<file path="src/rtl/pld_cfg.svh">
// Purpose: Constants of the PLL lock detector and status pin selector
// Assumes: Included by the design modules and the bench
// Notes: Register indexes are word indexes; byte address is four times the index
//
// Behaviour
// - Selector 0 holds the status pin low, selector 1 holds it high.
// - Selectors 2-6 drive settled, instant, carrier sense, calibration done, fault, active low.
// - Selectors 7-13 route the clocks, 14 calibration comparator, 15 frequency comparator.
// - Comparison window spans 2 prescaler cycles, or 4 when the width bit is set.
// - Mode bit 0 selects counter restart, 1 selects up/down counting.
// - Accuracy picks lock/unlock thresholds 127/111 up to 1023/1007; hysteresis between them.
`ifndef PLD_CFG_SVH
`define PLD_CFG_SVH

`define PLD_IDX_CFG 10'h015
`define PLD_IDX_STATUS 10'h020
`define PLD_IDX_IRQ 10'h021
`define PLD_IDX_MASK 10'h022
`define PLD_CFG_RESET 8'h00

`define PLD_SEL_ZERO 4'h0
`define PLD_SEL_ONE 4'h1
`define PLD_SEL_SETTLED 4'h2
`define PLD_SEL_INSTANT 4'h3
`define PLD_SEL_CARRIER 4'h4
`define PLD_SEL_CAL_DONE 4'h5
`define PLD_SEL_FAULT 4'h6
`define PLD_SEL_CRYSTAL 4'h7
`define PLD_SEL_REF 4'h8
`define PLD_SEL_FILTER 4'h9
`define PLD_SEL_DECIM 4'ha
`define PLD_SEL_PRE 4'hb
`define PLD_SEL_DSIGMA 4'hc
`define PLD_SEL_MODEM 4'hd
`define PLD_SEL_OSC_CMP 4'he
`define PLD_SEL_FREQ_CMP 4'hf

`define PLD_LOCK_THR0 10'h07f
`define PLD_LOCK_THR1 10'h0ff
`define PLD_LOCK_THR2 10'h1ff
`define PLD_LOCK_THR3 10'h3ff
`define PLD_UNLOCK_THR0 10'h06f
`define PLD_UNLOCK_THR1 10'h0ef
`define PLD_UNLOCK_THR2 10'h1ef
`define PLD_UNLOCK_THR3 10'h3ef

`define PLD_WIN_NARROW 3'h2
`define PLD_WIN_WIDE 3'h4

`define PLD_RESP_OKAY 2'h0
`define PLD_RESP_SLVERR 2'h2

`endif

</file>
<file path="src/rtl/pld_pkg.sv">
// Purpose: Types of the PLL lock detector and status pin selector
// Assumes: Nothing beyond the constants header
// Notes: All module state is held in the structs below
`default_nettype none
package pld_pkg;

  // ****************************************
  // Carriers
  // ****************************************
  typedef struct packed {
    logic ref_clk;
    logic pre_clk;
    logic div_clk;
    logic crystal_clock;
    logic filter_clk;
    logic decimator_clock;
    logic delta_sigma_clock;
    logic modem_clock;
    logic oscillator_calibration_comparator;
    logic freq_comp;
    logic carrier_sense;
    logic cal_done;
    logic sequencing_fault_flag;
  } pld_pins_t;

  typedef struct packed {
    logic [3:0] sel;
    logic wide;
    logic updown;
    logic [1:0] acc;
  } pld_cfg_t;

  typedef struct packed {
    logic lost;
    logic gained;
  } pld_irq_t;

  typedef enum logic [1:0] {W_IDLE, W_WAIT_DIV, W_WAIT_REF} pld_wst_t;

  // ****************************************
  // Module state
  // ****************************************
  typedef struct packed {
    logic [9:0] count;
    logic settled;
    logic gained;
    logic lost;
  } pld_cnt_st_t;

  typedef struct packed {
    pld_pins_t s1;
    pld_pins_t s2;
    logic ref_q;
    logic pre_q;
    logic div_q;
    pld_wst_t wst;
    logic [2:0] win_cnt;
    logic win_wide;
    logic hit;
    logic miss;
    logic instant;
    pld_cfg_t cfg;
    pld_irq_t irq_st;
    pld_irq_t irq_mask;
    logic aw_held;
    logic [9:0] aw_idx;
    logic w_held;
    logic [7:0] wdata;
    logic wstrb0;
    logic bvalid;
    logic [1:0] bresp;
    logic rvalid;
    logic [31:0] rdata;
    logic [1:0] rresp;
    logic pin;
  } pld_core_st_t;

endpackage : pld_pkg
`default_nettype wire

</file>
<file path="src/rtl/pld_lock_counter.sv">
// Purpose: Lock counter with selectable thresholds and hysteresis
// Assumes: hit and miss are one-cycle pulses, never together
// Notes: Count saturates at the lock threshold so hysteresis is 16 misses in up/down mode; in restart mode one miss unlocks
`include "pld_cfg.svh"
`default_nettype none
module pld_lock_counter (
  input wire logic aclk,
  input wire logic aresetn,
  input wire logic hit,
  input wire logic miss,
  input wire logic updown,
  input wire logic [1:0] acc,
  output logic [9:0] count,
  output logic settled,
  output logic gained,
  output logic lost
);
  import pld_pkg::*;

  function automatic logic [9:0] lock_thr(input logic [1:0] a);
    unique case (a)
      2'h0: lock_thr = `PLD_LOCK_THR0;
      2'h1: lock_thr = `PLD_LOCK_THR1;
      2'h2: lock_thr = `PLD_LOCK_THR2;
      2'h3: lock_thr = `PLD_LOCK_THR3;
    endcase
  endfunction : lock_thr

  function automatic logic [9:0] unlock_thr(input logic [1:0] a);
    unique case (a)
      2'h0: unlock_thr = `PLD_UNLOCK_THR0;
      2'h1: unlock_thr = `PLD_UNLOCK_THR1;
      2'h2: unlock_thr = `PLD_UNLOCK_THR2;
      2'h3: unlock_thr = `PLD_UNLOCK_THR3;
    endcase
  endfunction : unlock_thr

  pld_cnt_st_t r;
  pld_cnt_st_t n;
  logic [9:0] hi;
  logic [9:0] lo;

  assign hi = lock_thr(acc);
  assign lo = unlock_thr(acc);

  // ****************************************
  // Counter and lock decision
  // ****************************************
  always_comb begin
    n = r;
    n.gained = 1'b0;
    n.lost = 1'b0;
    if (hit) begin
      n.count = (r.count >= hi) ? hi : r.count + 10'h001;
    end else if (miss) begin
      if (!updown) begin
        n.count = '0;
      end else if (r.count != '0) begin
        n.count = r.count - 10'h001;
      end
    end
    if (!r.settled && n.count >= hi) begin
      n.settled = 1'b1;
      n.gained = 1'b1;
    end else if (r.settled && n.count <= lo) begin
      n.settled = 1'b0;
      n.lost = 1'b1;
    end
  end

  always_ff @(posedge aclk) begin
    if (!aresetn) begin
      r <= '0;
    end else begin
      r <= n;
    end
  end

  assign count = r.count;
  assign settled = r.settled;
  assign gained = r.gained;
  assign lost = r.lost;

  // ****************************************
  // Checks
  // ****************************************
  a_restart_clear: assert property (@(posedge aclk) disable iff (!aresetn)
    miss && !updown |=> count == '0) else $error("restart mode miss did not clear count");
  a_updown_step: assert property (@(posedge aclk) disable iff (!aresetn)
    miss && updown && count != '0 |=> count == $past(count) - 10'h001) else $error("up/down miss did not decrement");
  a_updown_floor: assert property (@(posedge aclk) disable iff (!aresetn)
    miss && updown && count == '0 |=> count == '0) else $error("count went below zero");
  a_hit_step: assert property (@(posedge aclk) disable iff (!aresetn)
    hit && count < hi |=> count == $past(count) + 10'h001) else $error("hit did not increment count");
  a_lock_declare: assert property (@(posedge aclk) disable iff (!aresetn)
    !settled && hit && count == hi - 10'h001 && $stable(acc) |=> settled && gained)
    else $error("lock not declared at threshold");
  a_lock_drop: assert property (@(posedge aclk) disable iff (!aresetn)
    settled && miss && count == lo + 10'h001 |=> !settled && lost) else $error("lock not dropped at lower count");

endmodule : pld_lock_counter
`default_nettype wire

</file>
<file path="src/rtl/pld_lock_status.sv">
// Purpose: PLL lock detector window, register file and status pin selector
// Assumes: All pin sources are asynchronous and sampled through two flops
// Notes: AXI4-Lite slave, one write and one read in flight; status pin is registered
//
// Decided for this implementation: the AXI4-Lite register port.
`include "pld_cfg.svh"
`default_nettype none
module pld_lock_status (
  input wire logic aclk,
  input wire logic aresetn,
  input wire logic [11:0] s_axi_awaddr,
  input wire logic s_axi_awvalid,
  output logic s_axi_awready,
  input wire logic [31:0] s_axi_wdata,
  input wire logic [3:0] s_axi_wstrb,
  input wire logic s_axi_wvalid,
  output logic s_axi_wready,
  output logic [1:0] s_axi_bresp,
  output logic s_axi_bvalid,
  input wire logic s_axi_bready,
  input wire logic [11:0] s_axi_araddr,
  input wire logic s_axi_arvalid,
  output logic s_axi_arready,
  output logic [31:0] s_axi_rdata,
  output logic [1:0] s_axi_rresp,
  output logic s_axi_rvalid,
  input wire logic s_axi_rready,
  input wire pld_pkg::pld_pins_t pins_async,
  output logic status_pin,
  output logic irq
);
  import pld_pkg::*;

  function automatic logic reg_known(input logic [9:0] idx);
    reg_known = (idx == `PLD_IDX_CFG) || (idx == `PLD_IDX_STATUS) ||
                (idx == `PLD_IDX_IRQ) || (idx == `PLD_IDX_MASK);
  endfunction : reg_known

  function automatic logic [2:0] win_len(input logic wide);
    win_len = wide ? `PLD_WIN_WIDE : `PLD_WIN_NARROW;
  endfunction : win_len

  pld_core_st_t r;
  pld_core_st_t n;
  logic [9:0] lock_count;
  logic pll_settled_flag;
  logic lock_gained;
  logic lock_lost;
  logic ref_rise;
  logic pre_rise;
  logic div_rise;
  logic other_rise;
  logic aw_take;
  logic w_take;
  logic ar_take;
  logic aw_v;
  logic w_v;
  logic [9:0] wr_idx;
  logic [9:0] rd_idx;
  logic [7:0] wr_byte;
  logic wr_strb;
  pld_irq_t irq_ev;
  pld_irq_t irq_clr;

  // ****************************************
  // Lock counter
  // ****************************************
  pld_lock_counter u_counter (
    .aclk(aclk),
    .aresetn(aresetn),
    .hit(r.hit),
    .miss(r.miss),
    .updown(r.cfg.updown),
    .acc(r.cfg.acc),
    .count(lock_count),
    .settled(pll_settled_flag),
    .gained(lock_gained),
    .lost(lock_lost)
  );

  // ****************************************
  // Edge detection on synchronised pins
  // ****************************************
  assign ref_rise = r.s2.ref_clk & ~r.ref_q;
  assign pre_rise = r.s2.pre_clk & ~r.pre_q;
  assign div_rise = r.s2.div_clk & ~r.div_q;
  assign other_rise = (r.wst == W_WAIT_DIV) ? div_rise : ref_rise;

  // ****************************************
  // Bus handshakes
  // ****************************************
  assign s_axi_awready = !r.aw_held && !r.bvalid;
  assign s_axi_wready = !r.w_held && !r.bvalid;
  assign s_axi_arready = !r.rvalid;
  assign aw_take = s_axi_awvalid && s_axi_awready;
  assign w_take = s_axi_wvalid && s_axi_wready;
  assign ar_take = s_axi_arvalid && s_axi_arready;
  assign aw_v = r.aw_held || aw_take;
  assign w_v = r.w_held || w_take;
  assign wr_idx = r.aw_held ? r.aw_idx : s_axi_awaddr[11:2];
  assign wr_byte = r.w_held ? r.wdata : s_axi_wdata[7:0];
  assign wr_strb = r.w_held ? r.wstrb0 : s_axi_wstrb[0];
  assign rd_idx = s_axi_araddr[11:2];
  assign irq_ev = '{lost: lock_lost, gained: lock_gained};
  assign irq_clr = (ar_take && rd_idx == `PLD_IDX_IRQ) ? r.irq_st : '0;

  // ****************************************
  // Next state
  // ****************************************
  always_comb begin
    n = r;
    n.s1 = pins_async;
    n.s2 = r.s1;
    n.ref_q = r.s2.ref_clk;
    n.pre_q = r.s2.pre_clk;
    n.div_q = r.s2.div_clk;
    n.hit = 1'b0;
    n.miss = 1'b0;

    // Window: started by whichever edge comes first
    unique case (r.wst)
      W_IDLE: begin
        n.win_cnt = '0;
        n.win_wide = r.cfg.wide;
        if (ref_rise && div_rise) begin
          n.hit = 1'b1;
        end else if (ref_rise) begin
          n.wst = W_WAIT_DIV;
        end else if (div_rise) begin
          n.wst = W_WAIT_REF;
        end
      end
      W_WAIT_DIV, W_WAIT_REF: begin
        if (other_rise) begin
          n.hit = 1'b1;
          n.wst = W_IDLE;
        end else if (pre_rise) begin
          if (r.win_cnt == win_len(r.win_wide) - 3'h1) begin
            n.miss = 1'b1;
            n.wst = W_IDLE;
          end else begin
            n.win_cnt = r.win_cnt + 3'h1;
          end
        end
      end
      default: n.wst = W_IDLE;
    endcase
    if (r.hit) begin
      n.instant = 1'b1;
    end else if (r.miss) begin
      n.instant = 1'b0;
    end

    // Status pin selector
    unique case (r.cfg.sel)
      `PLD_SEL_ZERO: n.pin = 1'b0;
      `PLD_SEL_ONE: n.pin = 1'b1;
      `PLD_SEL_SETTLED: n.pin = !pll_settled_flag;
      `PLD_SEL_INSTANT: n.pin = !r.instant;
      `PLD_SEL_CARRIER: n.pin = !r.s2.carrier_sense;
      `PLD_SEL_CAL_DONE: n.pin = !r.s2.cal_done;
      `PLD_SEL_FAULT: n.pin = !r.s2.sequencing_fault_flag;
      `PLD_SEL_CRYSTAL: n.pin = r.s2.crystal_clock;
      `PLD_SEL_REF: n.pin = r.s2.ref_clk;
      `PLD_SEL_FILTER: n.pin = r.s2.filter_clk;
      `PLD_SEL_DECIM: n.pin = r.s2.decimator_clock;
      `PLD_SEL_PRE: n.pin = r.s2.pre_clk;
      `PLD_SEL_DSIGMA: n.pin = r.s2.delta_sigma_clock;
      `PLD_SEL_MODEM: n.pin = r.s2.modem_clock;
      `PLD_SEL_OSC_CMP: n.pin = r.s2.oscillator_calibration_comparator;
      `PLD_SEL_FREQ_CMP: n.pin = r.s2.freq_comp;
    endcase

    // Sticky events, set wins over read clear
    n.irq_st = (r.irq_st & ~irq_clr) | irq_ev;

    // Write channel
    if (aw_take) begin
      n.aw_held = 1'b1;
      n.aw_idx = s_axi_awaddr[11:2];
    end
    if (w_take) begin
      n.w_held = 1'b1;
      n.wdata = s_axi_wdata[7:0];
      n.wstrb0 = s_axi_wstrb[0];
    end
    if (aw_v && w_v) begin
      n.aw_held = 1'b0;
      n.w_held = 1'b0;
      n.bvalid = 1'b1;
      n.bresp = reg_known(wr_idx) ? `PLD_RESP_OKAY : `PLD_RESP_SLVERR;
      if (wr_strb && wr_idx == `PLD_IDX_CFG) begin
        n.cfg = wr_byte;
      end
      if (wr_strb && wr_idx == `PLD_IDX_MASK) begin
        n.irq_mask = wr_byte[1:0];
      end
    end
    if (r.bvalid && s_axi_bready) begin
      n.bvalid = 1'b0;
    end

    // Read channel
    if (r.rvalid && s_axi_rready) begin
      n.rvalid = 1'b0;
    end
    if (ar_take) begin
      n.rvalid = 1'b1;
      n.rresp = reg_known(rd_idx) ? `PLD_RESP_OKAY : `PLD_RESP_SLVERR;
      n.rdata = '0;
      if (rd_idx == `PLD_IDX_CFG) begin
        n.rdata[7:0] = r.cfg;
      end
      if (rd_idx == `PLD_IDX_STATUS) begin
        n.rdata = {6'h00, lock_count, 14'h0000, r.instant, pll_settled_flag};
      end
      if (rd_idx == `PLD_IDX_IRQ) begin
        n.rdata[1:0] = r.irq_st;
      end
      if (rd_idx == `PLD_IDX_MASK) begin
        n.rdata[1:0] = r.irq_mask;
      end
    end
  end

  always_ff @(posedge aclk) begin
    if (!aresetn) begin
      r <= '0;
      r.cfg <= `PLD_CFG_RESET;
    end else begin
      r <= n;
    end
  end

  // ****************************************
  // Outputs
  // ****************************************
  assign s_axi_bvalid = r.bvalid;
  assign s_axi_bresp = r.bresp;
  assign s_axi_rvalid = r.rvalid;
  assign s_axi_rdata = r.rdata;
  assign s_axi_rresp = r.rresp;
  assign status_pin = r.pin;
  assign irq = |(r.irq_st & r.irq_mask);

  // ****************************************
  // Checks
  // ****************************************
  a_pin_low: assert property (@(posedge aclk) disable iff (!aresetn)
    r.cfg.sel == `PLD_SEL_ZERO |=> !status_pin) else $error("pin not low for selector zero");
  a_pin_high: assert property (@(posedge aclk) disable iff (!aresetn)
    r.cfg.sel == `PLD_SEL_ONE |=> status_pin) else $error("pin not high for selector one");
  a_pin_settled: assert property (@(posedge aclk) disable iff (!aresetn)
    r.cfg.sel == `PLD_SEL_SETTLED |=> status_pin == !$past(pll_settled_flag))
    else $error("pin does not show settled flag active low");
  a_pin_fault: assert property (@(posedge aclk) disable iff (!aresetn)
    r.cfg.sel == `PLD_SEL_FAULT |=> status_pin == !$past(r.s2.sequencing_fault_flag))
    else $error("pin does not show fault flag active low");
  a_pin_prescaler: assert property (@(posedge aclk) disable iff (!aresetn)
    r.cfg.sel == `PLD_SEL_PRE |=> status_pin == $past(r.s2.pre_clk)) else $error("pin does not carry prescaler clock");
  a_pin_freq_cmp: assert property (@(posedge aclk) disable iff (!aresetn)
    r.cfg.sel == `PLD_SEL_FREQ_CMP |=> status_pin == $past(r.s2.freq_comp))
    else $error("pin does not carry frequency comparator");
  a_pin_instant: assert property (@(posedge aclk) disable iff (!aresetn)
    r.cfg.sel == `PLD_SEL_INSTANT |=> status_pin == !$past(r.instant))
    else $error("pin does not show instant flag active low");
  a_pin_carrier: assert property (@(posedge aclk) disable iff (!aresetn)
    r.cfg.sel == `PLD_SEL_CARRIER |=> status_pin == !$past(r.s2.carrier_sense))
    else $error("pin does not show carrier sense active low");
  a_pin_cal_done: assert property (@(posedge aclk) disable iff (!aresetn)
    r.cfg.sel == `PLD_SEL_CAL_DONE |=> status_pin == !$past(r.s2.cal_done))
    else $error("pin does not show calibration done active low");
  a_pin_crystal: assert property (@(posedge aclk) disable iff (!aresetn)
    r.cfg.sel == `PLD_SEL_CRYSTAL |=> status_pin == $past(r.s2.crystal_clock))
    else $error("pin does not carry crystal clock");
  a_pin_ref: assert property (@(posedge aclk) disable iff (!aresetn)
    r.cfg.sel == `PLD_SEL_REF |=> status_pin == $past(r.s2.ref_clk))
    else $error("pin does not carry reference clock");
  a_pin_filter: assert property (@(posedge aclk) disable iff (!aresetn)
    r.cfg.sel == `PLD_SEL_FILTER |=> status_pin == $past(r.s2.filter_clk))
    else $error("pin does not carry filter clock");
  a_pin_decim: assert property (@(posedge aclk) disable iff (!aresetn)
    r.cfg.sel == `PLD_SEL_DECIM |=> status_pin == $past(r.s2.decimator_clock))
    else $error("pin does not carry decimation clock");
  a_pin_dsigma: assert property (@(posedge aclk) disable iff (!aresetn)
    r.cfg.sel == `PLD_SEL_DSIGMA |=> status_pin == $past(r.s2.delta_sigma_clock))
    else $error("pin does not carry delta sigma clock");
  a_pin_modem: assert property (@(posedge aclk) disable iff (!aresetn)
    r.cfg.sel == `PLD_SEL_MODEM |=> status_pin == $past(r.s2.modem_clock))
    else $error("pin does not carry modem clock");
  a_pin_osc_cmp: assert property (@(posedge aclk) disable iff (!aresetn)
    r.cfg.sel == `PLD_SEL_OSC_CMP |=> status_pin == $past(r.s2.oscillator_calibration_comparator))
    else $error("pin does not carry calibration comparator");

  // ****************************************
  // Window checks
  // ****************************************
  a_win_bound: assert property (@(posedge aclk) disable iff (!aresetn)
    r.wst != W_IDLE |-> r.win_cnt < win_len(r.win_wide)) else $error("window count beyond window width");
  a_win_expire: assert property (@(posedge aclk) disable iff (!aresetn)
    r.wst != W_IDLE && !other_rise && pre_rise && r.win_cnt == win_len(r.win_wide) - 3'h1
    |=> r.miss && r.wst == W_IDLE) else $error("window did not expire at its width");
  a_win_hit: assert property (@(posedge aclk) disable iff (!aresetn)
    r.wst != W_IDLE && other_rise |=> r.hit && r.wst == W_IDLE)
    else $error("edge inside window did not count as hit");
  a_same_edge: assert property (@(posedge aclk) disable iff (!aresetn)
    r.wst == W_IDLE && ref_rise && div_rise |=> r.hit && r.wst == W_IDLE)
    else $error("simultaneous edges did not count as hit");

endmodule : pld_lock_status
`default_nettype wire

</file>
<file path="config.mk">
export PLATFORM = sky130hd
export DESIGN_NAME = pld_lock_status
export DESIGN_NICKNAME = d
export VERILOG_FILES = /design/src/rtl/pld_pkg.sv /design/src/rtl/pld_lock_counter.sv /design/src/rtl/pld_lock_status.sv
export VERILOG_INCLUDE_DIRS = /design/src /design/src/rtl
export SDC_FILE = /design/constraint.sdc
export NUM_CORES = 1
export LEC_CHECK = 0
export BUFFER_PORTS_ARGS = -buffer_cell sky130_fd_sc_hd__buf_2
export CAP_MARGIN = 20
export CORE_MARGIN = 2
export CORE_UTILIZATION = 54
export CTS_CLUSTER_SIZE = 24
export DETAILED_ROUTE_END_ITERATION = 7
export PLACE_DENSITY = 0.8
export REMOVE_ABC_BUFFERS = 1
export SETUP_SLACK_MARGIN = 0.05
export SLEW_MARGIN = 40
export SYNTH_ARGS = -nofsm -noshare
export SYNTH_HDL_FRONTEND = slang
export SYNTH_SLANG_ARGS = --single-unit
export TNS_END_PERCENT = 50
</file>
<file path="constraint.sdc">
create_clock -name aclk -period 4.6 [get_ports aclk]
set_input_delay 0.46 -clock aclk [delete_from_list [all_inputs] [get_ports aclk]]
set_output_delay 0.46 -clock aclk [all_outputs]
set_load 0.01 [all_outputs]
</file>
; Word level (Yosys, flattened, before mapping)
; Cells that the tools add are included.
[word_totals]
reg_bits = 123
latch_bits = 0
ramBits = 0
mem_bits_ro = 0
out_inout_bits = 43
memories = 0
[classes]
addsub = 4
n_mul = 0
div_mod_pow = 0
n_lt_le_gt_ge = 3
n_eq_ne = 36
shifts = 0
n_mux = 42
bitwise_logic = 13
n_reduce_logical = 49
[ops]
columns = operator, count
row1 = $pmux W10 S4, 2
row2 = $eq A10 B6 Y1 const B, 6
row3 = $mux W10, 6
row4 = $mux W35, 1
row5 = $eq A4 B4 Y1 const B, 8
row6 = $mux W26, 1
row7 = $eq A10 B5 Y1 const B, 2
row8 = $ge A10 B10 Y1, 2
row9 = $mux W2, 10
row10 = $eq A4 B3 Y1 const B, 4
row11 = $mux W8, 2
row12 = $pmux W1 S16, 1
row13 = $logic_and A1 B1 Y1, 14
row14 = $mux W1, 12
row15 = $add A10 B1 Y10 const B, 1
row16 = $le A10 B10 Y1, 1
row17 = $reduce_bool A10 Y1, 1
row18 = $reduce_or A2 Y1, 5
row19 = $sub A10 B1 Y10 const B, 1
row20 = $logic_not A1 Y1, 9
row21 = $mux W3, 3
row22 = $ne A3 B3 Y1 const B, 3
row23 = $eq A4 B2 Y1 const B, 2
row24 = $logic_or A1 B1 Y1, 8
row25 = other kinds (22), 42

; Depth between registers and ports, before layout
[logic_depth]
word_depth = 9
mapped_depth = 14
ltp_nobuf = 13

; By module
; From an unflattened synthesis, not the netlist that was laid out.
[unflattened]
hier_cells = 597
hier_area_um2 = 5403.9
[by_module_without_submodules]
columns = mod, instances, cells_per_inst, area_per_inst_um2, seq_area_each_um2
row1 = pld_lock_status, 1, 436, 4189.0, 1881.8
row2 = pld_lock_counter, 1, 161, 1214.9, 260.2

; Worst setup path before layout
; Ideal clock, no wire load.
[synth_path]
kind = reg-to-reg
from = register u_counter.r, in the netlist u_counter.count[5]
to = register u_counter.r, in the netlist u_counter.lost
arrival_ns = 2.962
required_ns = 4.497
path_slack_ns = 1.535
stages_incl_launch_ff = 12
path_cell_list = dfxtp_1 buf_6 or4_4 or4b_4 buf_6 a311oi_1 a31oi_1 ha_1 nand3_1 nor3_4 a21oi_2 a2111oi_2
[synth_lines]
columns = item, line
row1 = from (decl), pld_lock_counter.sv:38  ; pld_cnt_st_t r;
row2 = from (signal assigned), pld_lock_counter.sv:75  ; r <= n;

==> impl_metrics.toml <==
[status]
outcome = "complete, no violations"

[cells_and_area]
area_growth_pct = 8.22
drive_gt1_share_pct = 17.9
antennaDiodeCount = 0
n_fill_cell = 792
multi_input_area_um2 = 2610
seqCellArea_um2 = 2140
final_area_um2 = 5570
final_cells = 767
fin_nets = 725

[clock_tree]
hold_buffers = 0
cts_setup_buffers = 0
cts_root_buf = "clkbuf_8"
path_clk_slew_ns = 0.11
cts-buffers-inserted = 9
clk_latency_ns = 0.37
cts_tree = "built"
cts_resized = 0
cts.sinks = 107
h-tree-depth = 3
clk_path_buf_depth = 2

[worst_hold_path]
min-delay-start = "s_axi_rready"
min_to = "s_axi_rvalid"
hold_path.class = "input port to flop"
worstHoldPathCells = 2

[yosys]
synth-edff-count = 0
mappedNetlistArea_um2 = 5140
synth.most_common_cell = "dfxtp_1"
yosys_warnings = 0
synth_seq_cells = 107
synthArstFlopShare_pct = 0
synth_top_area_cell = "dfxtp_1"
ys_top_cells_by_count = "dfxtp_1, nand2_1, nor2_1"
avgSynthCellArea_um2 = 8.60
syn_inst = 598
synth.area.top_cells = "dfxtp_1, nand2_1, buf_4, nor2_1, and2_1"
yosysUniqueCellTypes = 65
synth_seq_area_share_pct = 41.7
ys.flop_type = "dfxtp_1"
synth_top_area_share_pct = 41.7

[run]
cap_violations = 0

[die]
die_h_um = 102
rows = 35
core_area_um2 = 9240
die-area_um2 = 10300
initial_utilization_pct = 55.7
die_x_um = 102
ioPinCount = 123

[global_routing]
grt_antenna_before_repair = 0
grt_max_degree = 71
grt_pass1_wl_mm = 18.5
grt_use_total_pct = 22.5
grt_overflow = 0
grt_pass1_vias = 3885

[pwr]
vdd_drop_max_uv = 206
power_density_nw_per_um2 = 350
leakagePower_nw = 2.26

[route]
vias = 4173
drc = 0
drtIter0Drc = 220
antenna_left = 0
wl_per_cell_um = 14.1
dr.pass1.iters = 5
viasPerCell = 5.44
finalWirelength_mm = 10.8

[placement]
placement.io_buffers = 75
place.gp.congestion = 0.957
placed_area_um2 = 5360
post-place-ws_ns = 1.20
dpl.hpwl_mm = 7.83
placed_cells = 751

[setup_path]
worstPathRequired_ns = 4.87
critical_path_class = "flop to flop"
r2r_start = "u_counter.count[0]"
rrSetupSlack_ns = 1.14
cp-start-kind = "flop"
r2r-end = "u_counter.lost"
reg2reg_depth = 11
critPathCaptureType = "flop"
critPathArrivalTime_ns = 3.73
critPathMaxFanout = 8

[sta]
fin_worst_skew_ns = 0.0109
fin_setup_tns_ns = 0
setup_viol_count_final = 0
rsz0062_at_grt = "no"
period_share_pct = 75.2
max_slew_margin_pct = 40.2
post-route-min-period_ns = 3.46
fin_ws_ns = 1.14
hold_viol = 0
whs_ns = 0.266
timing_worst_slew_pin_value_ns = 0.889
max_freq_ghz = 0.289
maxSlewViolCount = 0
-- area by class of cell --
| class | instances | area share [%] |
|---|---|---|
| Clock buffer | 9 | 2.23 |
| Clock inverter | 7 | 1.42 |
| Tap cell | 129 | 2.90 |
| Inverter | 17 | 1.19 |
| Sequential cell | 107 | 38.5 |
| Timing Repair Buffer | 76 | 6.88 |
| Multi-Input combinational cell | 422 | 46.9 |
-- kinds of logic (layout without fill, tap and decap cells) --
kind of cell,after synthesis,after routing,synth area share [%]
AO/OA/AOI/OAI,110,110,14.4
multiplexers,25,25,5.72
buffers and inverters,84,109,9.05
adder cells (fa/ha/maj),12,12,2.92
XOR/XNOR,10,10,1.70
other,1,16,0.0729
AND/OR/NAND/NOR,249,249,24.5
flip-flops,107,107,41.7
-- report_power, final --
| group | switching (mW) | internal (mW) |
|---|---|---|
| combinational | 0.210 | 0.140 |
| sequential | 0.0453 | 0.974 |
| clock | 0.359 | 0.217 |
-- cell usage in the layout, fill, tap and decap left out, types with 5 or more instances in the layout --
master	instances
and2_1	35
mux2_2	5
xor2_1	6
dfxtp_1	107
nor3_1	12
a22oi_1	12
conb_1	16
inv_1	16
or3_1	5
clkbuf_8	9
nor2_1	59
buf_2	75
nand2_1	76
a211oi_1	11
nor4_1	7
nor3b_1	5
o21ai_0	11
a21oi_1	39
nand3_1	19
ha_1	12
a31oi_1	6
mux2i_1	17
-- critical path, stage by stage, from the launching register on --
cell	delay, ns
dfxtp_1	0.43
inv_1	0.12
ha_1	0.25
nor3b_1	0.34
or4b_4	0.60
a311oi_1	0.29
a31oi_1	0.10
ha_1	0.38
nand3_1	0.12
nor3_4	0.30
a21oi_2	0.09
a2111oi_2	0.33
-- routing by layer --
layer	vias up	share of wire (%)	track usage, %	wire length (um)
met2	156	48	36.6	5190
met5	-	0	0	0
met3	11	5.1	3.24	552
met1	1920	45	30.2	4930
li1	2086	-	-	-
met4	0	1.6	9.04	171
-- metrics by stage --
stage	power, mW	util, %
after detailed placement	1.38	58.0
after global placement	1.36	57.9
after global routing	2.05	60.2
after floorplan	1.28	-
after CTS	1.96	60.2
final	1.95	60.2
-- state kept, by name, indices dropped and copies added, names as in the netlist, 10 cells and up --
name and flops:
r 55, s_axi_rdata 18, n 16, u_counter.count 10
-- worst max path at each step --
stage                                   from        endpoint  slack [ns]  depth (start not counted)
after floorplan           u_counter.count[9]  u_counter.lost        1.61                          9
after global placement    u_counter.count[0]  u_counter.lost        1.29                         11
after detailed placement  u_counter.count[0]  u_counter.lost        1.20                         11
after CTS                 u_counter.count[0]  u_counter.lost        1.16                         11
after global routing      u_counter.count[0]  u_counter.lost        0.95                         12
final                     u_counter.count[0]  u_counter.lost        1.14                         11
Power figures use the tool's default switching activity.
